===== src/core/aftr_pkg.sv =====
// Constants and register map of the alarm flag and timing trim bank.
package aftr_pkg;
  localparam int ADDR_W = 15;
  localparam int DATA_W = 8;
  localparam int TRIM_W = 8;
  localparam int NUM_TRIM = 6;
  localparam int DIV_W = 4;
  localparam int FRAME_BITS = 24;
  localparam int HDR_BITS = 16;
  localparam logic [4:0] CNT_ADDR_DONE = 5'h0f;
  localparam logic [4:0] CNT_LAST_BIT = 5'h17;
  localparam logic [4:0] CNT_DATA_START = 5'h10;

  localparam logic [ADDR_W-1:0] OFS_SUMMARY = 15'h02c0;
  localparam logic [ADDR_W-1:0] OFS_ALARM_FLAGS = 15'h02c1;
  localparam logic [ADDR_W-1:0] OFS_ALARM_SUPPRESS = 15'h02c2;
  localparam logic [ADDR_W-1:0] OFS_TRIM_A_DUAL = 15'h0310;
  localparam logic [ADDR_W-1:0] OFS_TRIM_B_DUAL = 15'h0313;
  localparam logic [ADDR_W-1:0] OFS_TRIM_A_IL_IN_A = 15'h0314;
  localparam logic [ADDR_W-1:0] OFS_TRIM_B_IL_IN_A = 15'h0315;
  localparam logic [ADDR_W-1:0] OFS_TRIM_A_IL_IN_B = 15'h031a;
  localparam logic [ADDR_W-1:0] OFS_TRIM_B_IL_IN_B = 15'h031b;

  localparam int BIT_PHASE_REALIGN = 2;
  localparam int BIT_DIVIDER_MISMATCH = 0;
  localparam logic [DATA_W-1:0] ALARM_BITS = 8'h05;
  localparam logic [DATA_W-1:0] RST_ALARM_FLAGS = 8'h05;
  localparam logic [DATA_W-1:0] RST_ALARM_SUPPRESS = 8'h05;
  localparam logic [TRIM_W-1:0] RST_TRIM = 8'h00;
  localparam logic [2:0] TRIM_NONE = 3'h7;
endpackage


===== src/core/aftr_serial_port.sv =====
// Serial control port slave: framing, register strobes and read shifting.
module aftr_serial_port
  import aftr_pkg::*;
(
  input wire logic clk,
  input wire logic rst,
  input wire logic scs_n,
  input wire logic sclk,
  input wire logic sdi,
  input wire logic [DATA_W-1:0] rdata,
  output logic sdo,
  output logic sdo_oe,
  output logic wr,
  output logic [ADDR_W-1:0] addr,
  output logic [DATA_W-1:0] wdata
);
  typedef struct packed {
    logic scs_m;
    logic scs_s;
    logic sclk_m;
    logic sclk_s;
    logic sclk_d;
    logic sdi_m;
    logic sdi_s;
    logic [4:0] cnt;
    logic [FRAME_BITS-2:0] shift;
    logic [DATA_W-1:0] out;
    logic is_read;
    logic rd;
    logic wr;
    logic sdo;
    logic sdo_oe;
    logic [ADDR_W-1:0] addr;
    logic [DATA_W-1:0] wdata;
  } aftr_spi_t;

  aftr_spi_t s;
  aftr_spi_t next_s;
  logic rise;
  logic fall;

  always_comb
  begin
    next_s = s;
    next_s.scs_m = scs_n;
    next_s.scs_s = s.scs_m;
    next_s.sclk_m = sclk;
    next_s.sclk_s = s.sclk_m;
    next_s.sclk_d = s.sclk_s;
    next_s.sdi_m = sdi;
    next_s.sdi_s = s.sdi_m;
    next_s.wr = 1'b0;
    next_s.rd = 1'b0;
    rise = s.sclk_s & ~s.sclk_d;
    fall = ~s.sclk_s & s.sclk_d;
    if (s.scs_s)
    begin
      next_s.cnt = 5'h00;
      next_s.sdo_oe = 1'b0;
      next_s.is_read = 1'b0;
    end
    else
    begin
      if (rise)
      begin
        next_s.shift = {s.shift[FRAME_BITS-3:0], s.sdi_s};
        next_s.cnt = s.cnt + 5'h01;
        if (s.cnt == CNT_ADDR_DONE)
        begin
          next_s.addr = {s.shift[ADDR_W-2:0], s.sdi_s};
          next_s.is_read = s.shift[ADDR_W-1];
          next_s.rd = s.shift[ADDR_W-1];
        end
        if (s.cnt == CNT_LAST_BIT && !s.is_read)
        begin
          next_s.wdata = {s.shift[DATA_W-2:0], s.sdi_s};
          next_s.wr = 1'b1;
        end
      end
      // The read word is captured one cycle after the address is known.
      if (s.rd)
        next_s.out = rdata;
      if (fall && s.is_read && s.cnt >= CNT_DATA_START)
      begin
        next_s.sdo = s.out[DATA_W-1];
        next_s.out = {s.out[DATA_W-2:0], 1'b0};
        next_s.sdo_oe = 1'b1;
      end
    end
  end

  always_ff @(posedge clk or posedge rst)
  begin
    if (rst)
    begin
      s <= '0;
      s.scs_m <= 1'b1;
      s.scs_s <= 1'b1;
    end
    else
      s <= next_s;
  end

  assign sdo = s.sdo;
  assign sdo_oe = s.sdo_oe;
  assign wr = s.wr;
  assign addr = s.addr;
  assign wdata = s.wdata;
endmodule


===== src/core/aftr_bank.sv =====
// Alarm flags, alarm suppress mask, summary alarm and sampling trim bank.
// Summary of operation
// - A reference pulse that moves the internal clock phase sets the realign flag at bit 2, and writing one clears it.
// - Disagreeing A and B clock dividers set the divider mismatch flag at bit 0, and writing one clears it.
// - Power-on or soft reset sets every alarm flag so the flag register reads 0x05.
// - Suppress bit 2 keeps the realign flag out of the summary alarm while the flag still records.
// - Suppress bit 0 keeps the divider mismatch flag out of the summary alarm.
// - The suppress register resets to 0x05 so both alarms start suppressed.
// - Each trim register holds an eight-bit sampling instant shift in bits 7-0.
// - After reset release every trim register is loaded from its factory fuse value.
// - Software can read the trim values and overwrite them, and the new values drive the cores.
// - Each core and mode combination has its own trim register.
// - The read-only summary bit is high when any flag is set with its suppress bit clear.
// - A source select can route the summary alarm onto the calibration status pin.
module aftr_bank
  import aftr_pkg::*;
(
  input wire logic CLK_SYS,
  input wire logic RST,
  input wire logic SOFT_RST,
  input wire logic SCS_N,
  input wire logic SCLK,
  input wire logic SDI,
  input wire logic REALIGN_EVT,
  input wire logic [DIV_W-1:0] DIV_A,
  input wire logic [DIV_W-1:0] DIV_B,
  input wire logic [NUM_TRIM*TRIM_W-1:0] FUSE_TRIM,
  input wire logic CAL_STAT_SEL,
  input wire logic CAL_BUSY,
  output logic SDO,
  output logic SDO_OE,
  output logic ALARM,
  output logic CAL_STAT,
  output logic [TRIM_W-1:0] TRIM_A_DUAL,
  output logic [TRIM_W-1:0] TRIM_B_DUAL,
  output logic [TRIM_W-1:0] TRIM_A_IL_IN_A,
  output logic [TRIM_W-1:0] TRIM_B_IL_IN_A,
  output logic [TRIM_W-1:0] TRIM_A_IL_IN_B,
  output logic [TRIM_W-1:0] TRIM_B_IL_IN_B
);
  typedef struct packed {
    logic [DATA_W-1:0] flags;
    logic [DATA_W-1:0] suppress;
    logic [NUM_TRIM-1:0][TRIM_W-1:0] trim;
    logic loaded;
    logic alarm;
    logic cal_stat;
  } aftr_state_t;

  aftr_state_t s;
  aftr_state_t next_s;
  logic wr;
  logic [ADDR_W-1:0] addr;
  logic [DATA_W-1:0] wdata;
  logic [DATA_W-1:0] rdata;
  logic [DATA_W-1:0] events;

  function automatic logic [2:0] trim_index(input logic [ADDR_W-1:0] a);
    logic [2:0] idx;
    idx = TRIM_NONE;
    if (a == OFS_TRIM_A_DUAL)
      idx = 3'h0;
    else if (a == OFS_TRIM_B_DUAL)
      idx = 3'h1;
    else if (a == OFS_TRIM_A_IL_IN_A)
      idx = 3'h2;
    else if (a == OFS_TRIM_B_IL_IN_A)
      idx = 3'h3;
    else if (a == OFS_TRIM_A_IL_IN_B)
      idx = 3'h4;
    else if (a == OFS_TRIM_B_IL_IN_B)
      idx = 3'h5;
    return idx;
  endfunction

  aftr_serial_port u_port (
    .clk(CLK_SYS),
    .rst(RST),
    .scs_n(SCS_N),
    .sclk(SCLK),
    .sdi(SDI),
    .rdata(rdata),
    .sdo(SDO),
    .sdo_oe(SDO_OE),
    .wr(wr),
    .addr(addr),
    .wdata(wdata)
  );

  always_comb
  begin
    events = '0;
    events[BIT_PHASE_REALIGN] = REALIGN_EVT;
    events[BIT_DIVIDER_MISMATCH] = (DIV_A != DIV_B);
    rdata = '0;
    if (addr == OFS_SUMMARY)
      rdata = {7'h00, s.alarm};
    else if (addr == OFS_ALARM_FLAGS)
      rdata = s.flags;
    else if (addr == OFS_ALARM_SUPPRESS)
      rdata = s.suppress;
    else if (trim_index(addr) != TRIM_NONE)
      rdata = s.trim[trim_index(addr)];
  end

  always_comb
  begin
    next_s = s;
    if (wr && addr == OFS_ALARM_FLAGS)
      next_s.flags = s.flags & ~(wdata & ALARM_BITS);
    if (wr && addr == OFS_ALARM_SUPPRESS)
      next_s.suppress = wdata & ALARM_BITS;
    if (wr && trim_index(addr) != TRIM_NONE)
      next_s.trim[trim_index(addr)] = wdata;
    // Setting after clearing lets a coincident event win.
    next_s.flags = next_s.flags | events;
    // Fuse values are taken after RST release, and after the first SOFT_RST cycle even while it stays high.
    if (!s.loaded)
    begin
      next_s.trim = FUSE_TRIM;
      next_s.loaded = 1'b1;
    end
    if (SOFT_RST)
    begin
      next_s.flags = RST_ALARM_FLAGS;
      next_s.suppress = RST_ALARM_SUPPRESS;
      next_s.loaded = 1'b0;
    end
    next_s.alarm = |(next_s.flags & ~next_s.suppress & ALARM_BITS);
    next_s.cal_stat = CAL_STAT_SEL ? next_s.alarm : CAL_BUSY;
  end

  always_ff @(posedge CLK_SYS or posedge RST)
  begin
    if (RST)
    begin
      s <= '0;
      s.flags <= RST_ALARM_FLAGS;
      s.suppress <= RST_ALARM_SUPPRESS;
    end
    else
      s <= next_s;
  end

  assign ALARM = s.alarm;
  assign CAL_STAT = s.cal_stat;
  assign TRIM_A_DUAL = s.trim[0];
  assign TRIM_B_DUAL = s.trim[1];
  assign TRIM_A_IL_IN_A = s.trim[2];
  assign TRIM_B_IL_IN_A = s.trim[3];
  assign TRIM_A_IL_IN_B = s.trim[4];
  assign TRIM_B_IL_IN_B = s.trim[5];
endmodule


===== config.mk =====
export PLATFORM = sky130hd
export DESIGN_NAME = aftr_bank
export DESIGN_NICKNAME = d
export VERILOG_FILES = /design/src/core/aftr_pkg.sv /design/src/core/aftr_serial_port.sv /design/src/core/aftr_bank.sv
export SDC_FILE = /design/constraint.sdc
export NUM_CORES = 1
export LEC_CHECK = 0
export CORE_AREA = 4 4 163 165
export DETAILED_ROUTE_END_ITERATION = 8
export DIE_AREA = 0 0 167 169
export DONT_BUFFER_PORTS = 1
export GPL_ROUTABILITY_DRIVEN = 0
export GPL_TIMING_DRIVEN = 0
export PLACE_DENSITY_LB_ADDON = 0.1
export SLEW_MARGIN = 40
export SYNTH_ARGS = -nofsm -noshare
export SYNTH_HDL_FRONTEND = slang
export SYNTH_SLANG_ARGS = --single-unit
export TNS_END_PERCENT = 20

===== constraint.sdc =====
create_clock -name CLK_SYS -period 10.55 [get_ports CLK_SYS]
set_clock_uncertainty 0.2 [all_clocks]
set_input_delay 2.11 -clock CLK_SYS [delete_from_list [all_inputs] [get_ports CLK_SYS]]
set_output_delay 2.11 -clock CLK_SYS [all_outputs]
set_load 0.005 [all_outputs]

==> flow_metrics.tcl, run 1 <==
set metrics [dict create \
    synthToLayoutAreaGrowth_pct 16.27 \
    design.portCount 117 \
    seq_area_um2 2960 \
    number_of_flops_mapped_to_enable_cells_by_yosys 0 \
    synthesis.instances 600 \
    fin_setup_tns_ps 0 \
    fillers 2666 \
    route.detailed.vias_per_inst 4.816 \
    drt_iter0_drc 296 \
    num_rows 58 \
    arrival_time_reported_for_the_critical_path_endpoint_ps 3540 \
    final_common_cell "sky130_fd_sc_hd__dfrtp_1" \
    worstSetupPathDepth 7 \
    number_of_global_route_vias_before_repair 4940 \
    area_of_the_die_um2 28220 \
    route.top_layer_used "met4" \
    critPathCaptureType "flip-flop" \
    met3RoutedLength_um 798 \
    port_buffers 0 \
    yosysWarningCount 0 \
    share_of_synthesized_area_occupied_by_flip_flops_and_latches 0.4777 \
    worstHoldPathType "reg2reg" \
    drt_pass1_iterations 5 \
    ff2ff_path_depth 7 \
    critical_path_end "u_port.s[33]" \
    p_leak_uw 0.003057 \
    final_layout_size_suffix_gt1_frac 0.2271 \
    clock_tree_from_tritoncts "built" \
    clk-insertion-delay-late_ps 420 \
    drc 0 \
    ws_path_type "reg2reg" \
    route.met2.wl_mm 9.828 \
    grt_util_all_layers 0.1446 \
    swShare 0.2630 \
    timing.max_cap.violations 0 \
    timing.critical_path.required_ps 10640 \
    multiInputGateArea_um2 2693 \
    timing.final.ws_setup_ps 7098 \
    final-max-slew-violation-count 0 \
    wire_length_of_the_first_global_routing_pass_mm 31.24 \
    reg2reg_slack_ps 7100 \
    antenna_found_initial 0 \
    yosys-top-cells-area "sky130_fd_sc_hd__dfrtp_1 45%, sky130_fd_sc_hd__mux2i_1 8.9%, sky130_fd_sc_hd__mux2_2 6.7%" \
    die_width_um 167 \
    postSynthRegisterBits 118 \
    element_type_at_the_critical_path_start "flip-flop" \
    floorplan.die.height_um 169 \
    total_switching_power_uw 303.2 \
    tritoncts.num_buffers 17 \
    final_period_demand_of_the_worst_path_ps 3452 \
    avgSynthCellArea_um2 10.33 \
    antenna-diode-count 0 \
    holdWs_ps 146.4 \
    routed_wire_length_per_instance_um 20.88 \
    grt_overflow 0 \
    drt-total-wl_mm 20.13 \
    cts_resized 0 \
    worstSetupStartpoint "u_port.addr[5]" \
    sequentialPowerShare 0.452 \
    synth_top_cell_area_share 0.4523 \
    timing.critical_path.max_delay_family "simple AND/OR/NAND/NOR gates" \
    post-route-period-util 0.3272 \
    largest_driver_fanout_on_the_critical_path 10 \
    finalCoreUtilization 0.2878 \
    run_status "finished clean" \
    most-common-layout-cells "112 x sky130_fd_sc_hd__dfrtp_1, 72 x sky130_fd_sc_hd__nor2_1, 64 x sky130_fd_sc_hd__a21oi_1" \
    routedLengthMet1_mm 9.001 \
    relSlewSlack 0.4585 \
    worst_ir_drop_vdd_mv 0.05736 \
    pwr_density_cell_nw_per_um2 160.0 \
    hpwl_mm 15.12 \
    dr_total_vias 4643 \
    rsz_0062_raised_after_global_routing "false" \
    finish.net_count 688 \
    dominantRegCellSynth "sky130_fd_sc_hd__dfrtp_1" \
    ys_types 61 \
    max-clock-path-buffers 2 \
    clockRootBuffer "sky130_fd_sc_hd__clkbuf_16" \
    placeableCoreArea_um2 25040 \
    syn-num-nets 667 \
    cts-hold-fix-buffers 0 \
    share_comb_of_total_power 0.084 \
    synthArstFlopShare 1.000 \
    post_cts.repair.setup_buffers 0 \
    timing_hold_violations_final 0 \
    critical_path.reg2reg.startpoint "u_port.addr[5]" \
    p_clk_frac 0.464 \
    depth_of_the_cts_h_tree 4 \
    fmax_ghz 0.2897 \
    post-synth-top-area-cell "sky130_fd_sc_hd__dfrtp_1" \
    worstReg2RegEnd "u_port.s[33]" \
    netlist_area_um2 6197 \
    grt_max_degree 67 \
    internal-power_uw 849.6 \
    critPathBufInv 2 \
    dp_slack_ps 7079 \
    worst_path_max_delay_cell "sky130_fd_sc_hd__nor3_1" \
    clkTransAtPathRegs_ps 60 \
    crit_path_cell_trace "or4b_1, clkbuf_2, nor3_1, clkbuf_1, a21boi_0, o311ai_0, a21oi_1" \
    cts.sinks 118 \
    antenna_violating_nets_post_route 0 \
    initial_utilization 0.2475 \
    setup_violation_total_in_the_final_timing_report 0 \
    critical_path.max_stage_delay_ps 670 \
    worst-slew-pin-transition_ps 809.8 \
]
==> stage by stage <==
stage / instances / power (µW) / area [µm²]
final: 964 / 1153 / 7206
after global routing: 964 / 1204 / 7206
after CTS: 964 / 1172 / 7193
after detailed placement: 932 / 628.8 / 6655
after global placement: 930 / 625.9 / 6610
after floorplan: 600 / 593.0 / 6197
==> routing by layer <==
metal | track usage | vias up
met3 | 0.03363 | 26
met2 | 0.2416 | 114
li1 | - | 2155
met1 | 0.1826 | 2348
met4 | 0.05478 | 0
met5 | 0 | -
==> power groups by stage <==
stage / clock (µW) / combinational [µW] / sequential (µW)
floorplan: 0 / 80.0 / 513
global placement: 0 / 96.3 / 530
detailed placement: 0 / 98.8 / 530
CTS: 550 / 99.2 / 522
global route: 570 / 108 / 526
finish: 535 / 96.4 / 521
==> layout make-up <==
cell class                 instances  area share
clock inverter                    11     0.01077
timing repair buffer               2    0.004862
tap                              330     0.05730
inverter                           9    0.005730
multi-input combinational        385      0.3737
buffer                            88     0.07293
clock buffer                      21     0.06390
sequential                       118      0.4108
==> flip-flops by register name, indices dropped and copies added (netlist names), 4 cells and up <==
register / cells
TRIM_A_DUAL: 8
TRIM_A_IL_IN_A: 8
TRIM_A_IL_IN_B: 8
TRIM_B_DUAL: 8
TRIM_B_IL_IN_A: 8
TRIM_B_IL_IN_B: 8
s: 5
u_port.addr: 15
u_port.next_s: 4
u_port.s: 33
u_port.wdata: 8
==> cell usage after synthesis, types with 2 or more instances <==
cell                          n
sky130_fd_sc_hd__a211oi_1     6
sky130_fd_sc_hd__a21boi_0     6
sky130_fd_sc_hd__a21o_1       2
sky130_fd_sc_hd__a21oi_1     64
sky130_fd_sc_hd__a22o_1       2
sky130_fd_sc_hd__a31oi_1      4
sky130_fd_sc_hd__a41o_1       6
sky130_fd_sc_hd__and2_1       2
sky130_fd_sc_hd__and3_1      11
sky130_fd_sc_hd__and3b_1      2
sky130_fd_sc_hd__buf_1        3
sky130_fd_sc_hd__buf_2        4
sky130_fd_sc_hd__buf_4       48
sky130_fd_sc_hd__clkbuf_1    30
sky130_fd_sc_hd__clkbuf_2     2
sky130_fd_sc_hd__dfrtp_1    112
sky130_fd_sc_hd__dfstp_2      6
sky130_fd_sc_hd__ha_1         2
sky130_fd_sc_hd__inv_1        8
sky130_fd_sc_hd__mux2_2      37
sky130_fd_sc_hd__mux2i_1     55
sky130_fd_sc_hd__nand2_1     12
sky130_fd_sc_hd__nand2b_1     3
sky130_fd_sc_hd__nand3_1      5
sky130_fd_sc_hd__nand4_1     15
sky130_fd_sc_hd__nor2_1      73
sky130_fd_sc_hd__nor2b_1      2
sky130_fd_sc_hd__nor3_1       8
sky130_fd_sc_hd__nor4_1       4
sky130_fd_sc_hd__nor4b_1      3
sky130_fd_sc_hd__o2111ai_1    3
sky130_fd_sc_hd__o211ai_1     2
sky130_fd_sc_hd__o21ai_0     11
sky130_fd_sc_hd__o311ai_0     5
sky130_fd_sc_hd__o31a_1       2
sky130_fd_sc_hd__or2_2        2
sky130_fd_sc_hd__or3_1        5
sky130_fd_sc_hd__or4b_2       2
sky130_fd_sc_hd__or4bb_1      2
sky130_fd_sc_hd__xnor2_1      7
sky130_fd_sc_hd__xor2_1       2
==> worst min path at each step <==
stage / from / end / slack [ps] / depth (start not counted)
finish: u_port.next_s[67] / u_port.next_s[66] / 150 / 0
global route: u_port.next_s[67] / u_port.next_s[66] / 150 / 0
CTS: u_port.next_s[67] / u_port.next_s[66] / 150 / 0
detailed placement: u_port.next_s[67] / u_port.next_s[66] / 140 / 0
global placement: u_port.next_s[67] / u_port.next_s[66] / 140 / 0
floorplan: u_port.next_s[67] / u_port.next_s[66] / 130 / 0
==> logic make-up after synthesis <==
kind of cell | count (synthesis) | synth area share
xor gates and xnor gates | 9 | 0.01272
adders and majority gates | 2 | 0.004037
and+or+nand+nor | 162 | 0.1391
buffers and inverters | 97 | 0.09025
muxes | 92 | 0.1561
AOI/OAI and AO/OA | 120 | 0.1201
DFF | 118 | 0.4777
(Power assumes the default switching activity.)
==> run 2, diff against run 1 <==
--- a/config.mk
+++ b/config.mk
@@ -5,9 +5,10 @@
 export SDC_FILE = /design/constraint.sdc
 export NUM_CORES = 1
 export LEC_CHECK = 0
-export CORE_AREA = 4 4 163 165
+export ABC_AREA = 1
+export CORE_AREA = 4 4 160 162
 export DETAILED_ROUTE_END_ITERATION = 8
-export DIE_AREA = 0 0 167 169
+export DIE_AREA = 0 0 164 166
 export DONT_BUFFER_PORTS = 1
 export GPL_ROUTABILITY_DRIVEN = 0
 export GPL_TIMING_DRIVEN = 0
==> constraint.sdc (replaced) <==
create_clock -name CLK_SYS -period 2.9 [get_ports CLK_SYS]
set_clock_uncertainty 0.2 [all_clocks]
set_input_delay 0.58 -clock CLK_SYS [delete_from_list [all_inputs] [get_ports CLK_SYS]]
set_output_delay 0.58 -clock CLK_SYS [all_outputs]
set_load 0.005 [all_outputs]
==> flow_metrics.tcl, run 2 <==
set metrics [dict create \
    hpwl_mm 14.92 \
    drt-total-wl_mm 19.11 \
    drt_iter0_drc 245 \
    initial_utilization 0.2491 \
    tritoncts.num_buffers 17 \
    wire_length_of_the_first_global_routing_pass_mm 29.94 \
    yosys.area_share.xor_xnor 0.005835 \
    clock_tree_from_tritoncts "built" \
    ys_types 43 \
    seq_area_um2 2960 \
    drt_pass1_iterations 6 \
    synth_top_family_by_area "simple AND/OR/NAND/NOR gates" \
    share_of_synthesized_area_occupied_by_flip_flops_and_latches 0.4930 \
    multiInputGateArea_um2 2287 \
    critPathCaptureType "flip-flop" \
    clk-insertion-delay-late_ps 420 \
    finish.net_count 791 \
    antenna_violating_nets_post_route 0 \
    worst_ir_drop_vdd_mv 0.3175 \
    worstHoldPathType "in2reg" \
    worstSetupStartpoint "u_port.addr[1]" \
    drc 0 \
    p_leak_uw 0.003298 \
    cts.sinks 118 \
    largest_driver_fanout_on_the_critical_path 8 \
    synth-simple-area-share 0.2109 \
    pwr_density_cell_nw_per_um2 595.4 \
    synth_top_cell_area_share 0.4668 \
    grt_util_all_layers 0.1432 \
    rsz_0062_raised_after_global_routing "false" \
    final_common_cell "sky130_fd_sc_hd__nand2_1" \
    synthAdderAreaFrac 0.004168 \
    fin_setup_tns_ps 0 \
    clockRootBuffer "sky130_fd_sc_hd__clkbuf_16" \
    finish.instance_area_um2 7189 \
    antenna-diode-count 0 \
    critical_path.reg2reg.startpoint "u_port.addr[1]" \
    fillers 2597 \
    post-route-period-util 0.8717 \
    run_status "finished clean" \
    syn-num-nets 762 \
    yosysWarningCount 0 \
    antenna_found_initial 0 \
    most-common-layout-cells "161 x sky130_fd_sc_hd__nand2_1, 112 x sky130_fd_sc_hd__dfrtp_1, 67 x sky130_fd_sc_hd__inv_1" \
    design.portCount 117 \
    holdCritStartpoint "SOFT_RST" \
    synth_commonest_cells "161 x sky130_fd_sc_hd__nand2_1, 112 x sky130_fd_sc_hd__dfrtp_1, 68 x sky130_fd_sc_hd__inv_1" \
    ws_path_type "reg2reg" \
    postSynthRegisterBits 118 \
    worst-slew-pin-transition_ps 653.6 \
    timing.max_cap.violations 0 \
    placeableCoreArea_um2 24110 \
    setup_violation_total_in_the_final_timing_report 0 \
    holdWs_ps 42.87 \
    num_rows 57 \
    port_buffers 0 \
    dr_total_vias 4799 \
    timing.critical_path.required_ps 3010 \
    synth_compound_gate_area_share 0.1563 \
    routed_wire_length_per_instance_um 18.01 \
    timing_hold_violations_final 0 \
    arrival_time_reported_for_the_critical_path_endpoint_ps 2640 \
    depth_of_the_cts_h_tree 4 \
    route.detailed.vias_per_inst 4.523 \
    fmax_ghz 0.3956 \
    placed_instance_area_um2 6564 \
    synthesis.instances 695 \
    clkTransAtPathRegs_ps 60 \
    final_period_demand_of_the_worst_path_ps 2528 \
    synthArstFlopShare 1.000 \
    dominantRegCellSynth "sky130_fd_sc_hd__dfrtp_1" \
    post-synth-top-area-cell "sky130_fd_sc_hd__dfrtp_1" \
    final-max-slew-violation-count 0 \
    element_type_at_the_critical_path_start "flip-flop" \
    max-clock-path-buffers 2 \
    relSlewSlack 0.5642 \
    grt_max_degree 24 \
    yosys-top-cells-area "sky130_fd_sc_hd__dfrtp_1 47%, sky130_fd_sc_hd__nand2_1 10%, sky130_fd_sc_hd__buf_4 6.1%" \
    grt_overflow 0 \
    final_layout_size_suffix_gt1_frac 0.1872 \
    floorplan.die.height_um 166 \
    total_power_uw 4281 \
    number_of_flops_mapped_to_enable_cells_by_yosys 0 \
    die_width_um 164 \
    avgSynthCellArea_um2 8.640 \
    netlist_area_um2 6005 \
    largest_register_ffs 33 \
    synthToLayoutAreaGrowth_pct 19.73 \
    yosys.cell_count.top_type "sky130_fd_sc_hd__nand2_1" \
    synth.area.mux_share 0.003751 \
    number_of_global_route_vias_before_repair 5142 \
    max_flop_register "u_port.s" \
    area_of_the_die_um2 27220 \
]
[run 2: cell count changes in the layout (fill, tap and decap cells not counted), moves of 23 or more]
cell                       delta
sky130_fd_sc_hd__nand3_1     +44
sky130_fd_sc_hd__mux2i_1     -55
sky130_fd_sc_hd__mux2_2      -35
sky130_fd_sc_hd__o21ai_0     +37
sky130_fd_sc_hd__nor2_1      -30
sky130_fd_sc_hd__a21oi_1     -44
sky130_fd_sc_hd__inv_1       +60
sky130_fd_sc_hd__nand2_1    +149
sky130_fd_sc_hd__o221ai_1    +23
[run 2: cell type report]
| type | instances | area share |
|---|---|---|
| plain buffers | 72 | 0.06509 |
| clock buffers | 21 | 0.06404 |
| clock inverters | 11 | 0.01740 |
| inverters | 77 | 0.04072 |
| multi-input cells | 428 | 0.3181 |
| flip-flops and latches | 118 | 0.4118 |
| well taps | 324 | 0.05639 |
| repair buffers | 10 | 0.02645 |
[run 2: worst paths after layout]
check / end / slack (ps) / depth (start not counted)
worst max-delay path: u_port.s[34] / 370 / 11
worst min-delay path: s[2] / 40 / 1
worst max register to register: u_port.s[34] / 370 / 11
worst min register to register: u_port.s[64] / 150 / 0
max in group asynchronous: s[61] / 1130 / 5
min in group asynchronous: TRIM_A_IL_IN_A[3] / 440 / 2
[run 2: metrics by stage]
stage / setup WS (ps) / utilization / std cells
finish: 372.0 / 0.2982 / 1061
global route: 153.1 / 0.2982 / 1061
CTS: 295.7 / 0.2982 / 1061
detailed placement: 296.5 / 0.2723 / 1025
global placement: -175.8 / 0.2661 / 1019
floorplan: 683.5 / - / 695
[run 2: cell families after synthesis]
group           count (synthesis)
buf+inv                       149
fa+ha+maj                       2
simple gates                  282
xor+xnor                        4
flops                         118
compound gates                138
mux                             2
[run 2: metal layers]
| metal | GRT usage | wire length (µm) |
|---|---|---|
| met5 | 0 | 0 |
| met3 | 0.03773 | 1023 |
| met4 | 0.04741 | 442 |
| met1 | 0.1816 | 8303 |
| met2 | 0.2367 | 9339 |
[run 2: worst max-delay path, stage by stage, from the launching register on]
cell and delay (ps):
sky130_fd_sc_hd__dfrtp_1 470, sky130_fd_sc_hd__nand2_2 100, sky130_fd_sc_hd__clkinv_1 60, sky130_fd_sc_hd__nand2_1 70
sky130_fd_sc_hd__nor2_2 50, sky130_fd_sc_hd__nand2_1 170, sky130_fd_sc_hd__nand2_1 260, sky130_fd_sc_hd__nor2_1 540
sky130_fd_sc_hd__inv_1 110, sky130_fd_sc_hd__a31oi_1 190, sky130_fd_sc_hd__o21a_1 160, sky130_fd_sc_hd__nor2_1 40
[run 2: timing repair]
action,CTS,global route
hold buffers,4,0
resized for setup,0,0
buffers inserted,0,0
hold endpoints to repair,17,0
[run 2: where the power goes]
part / switching [µW] / total [µW] / internal (µW)
Combinational: 195 / 362 / 168
Sequential: 75.3 / 1820 / 1750
Clock: 787 / 2100 / 1310
Total: 1060 / 4280 / 3220
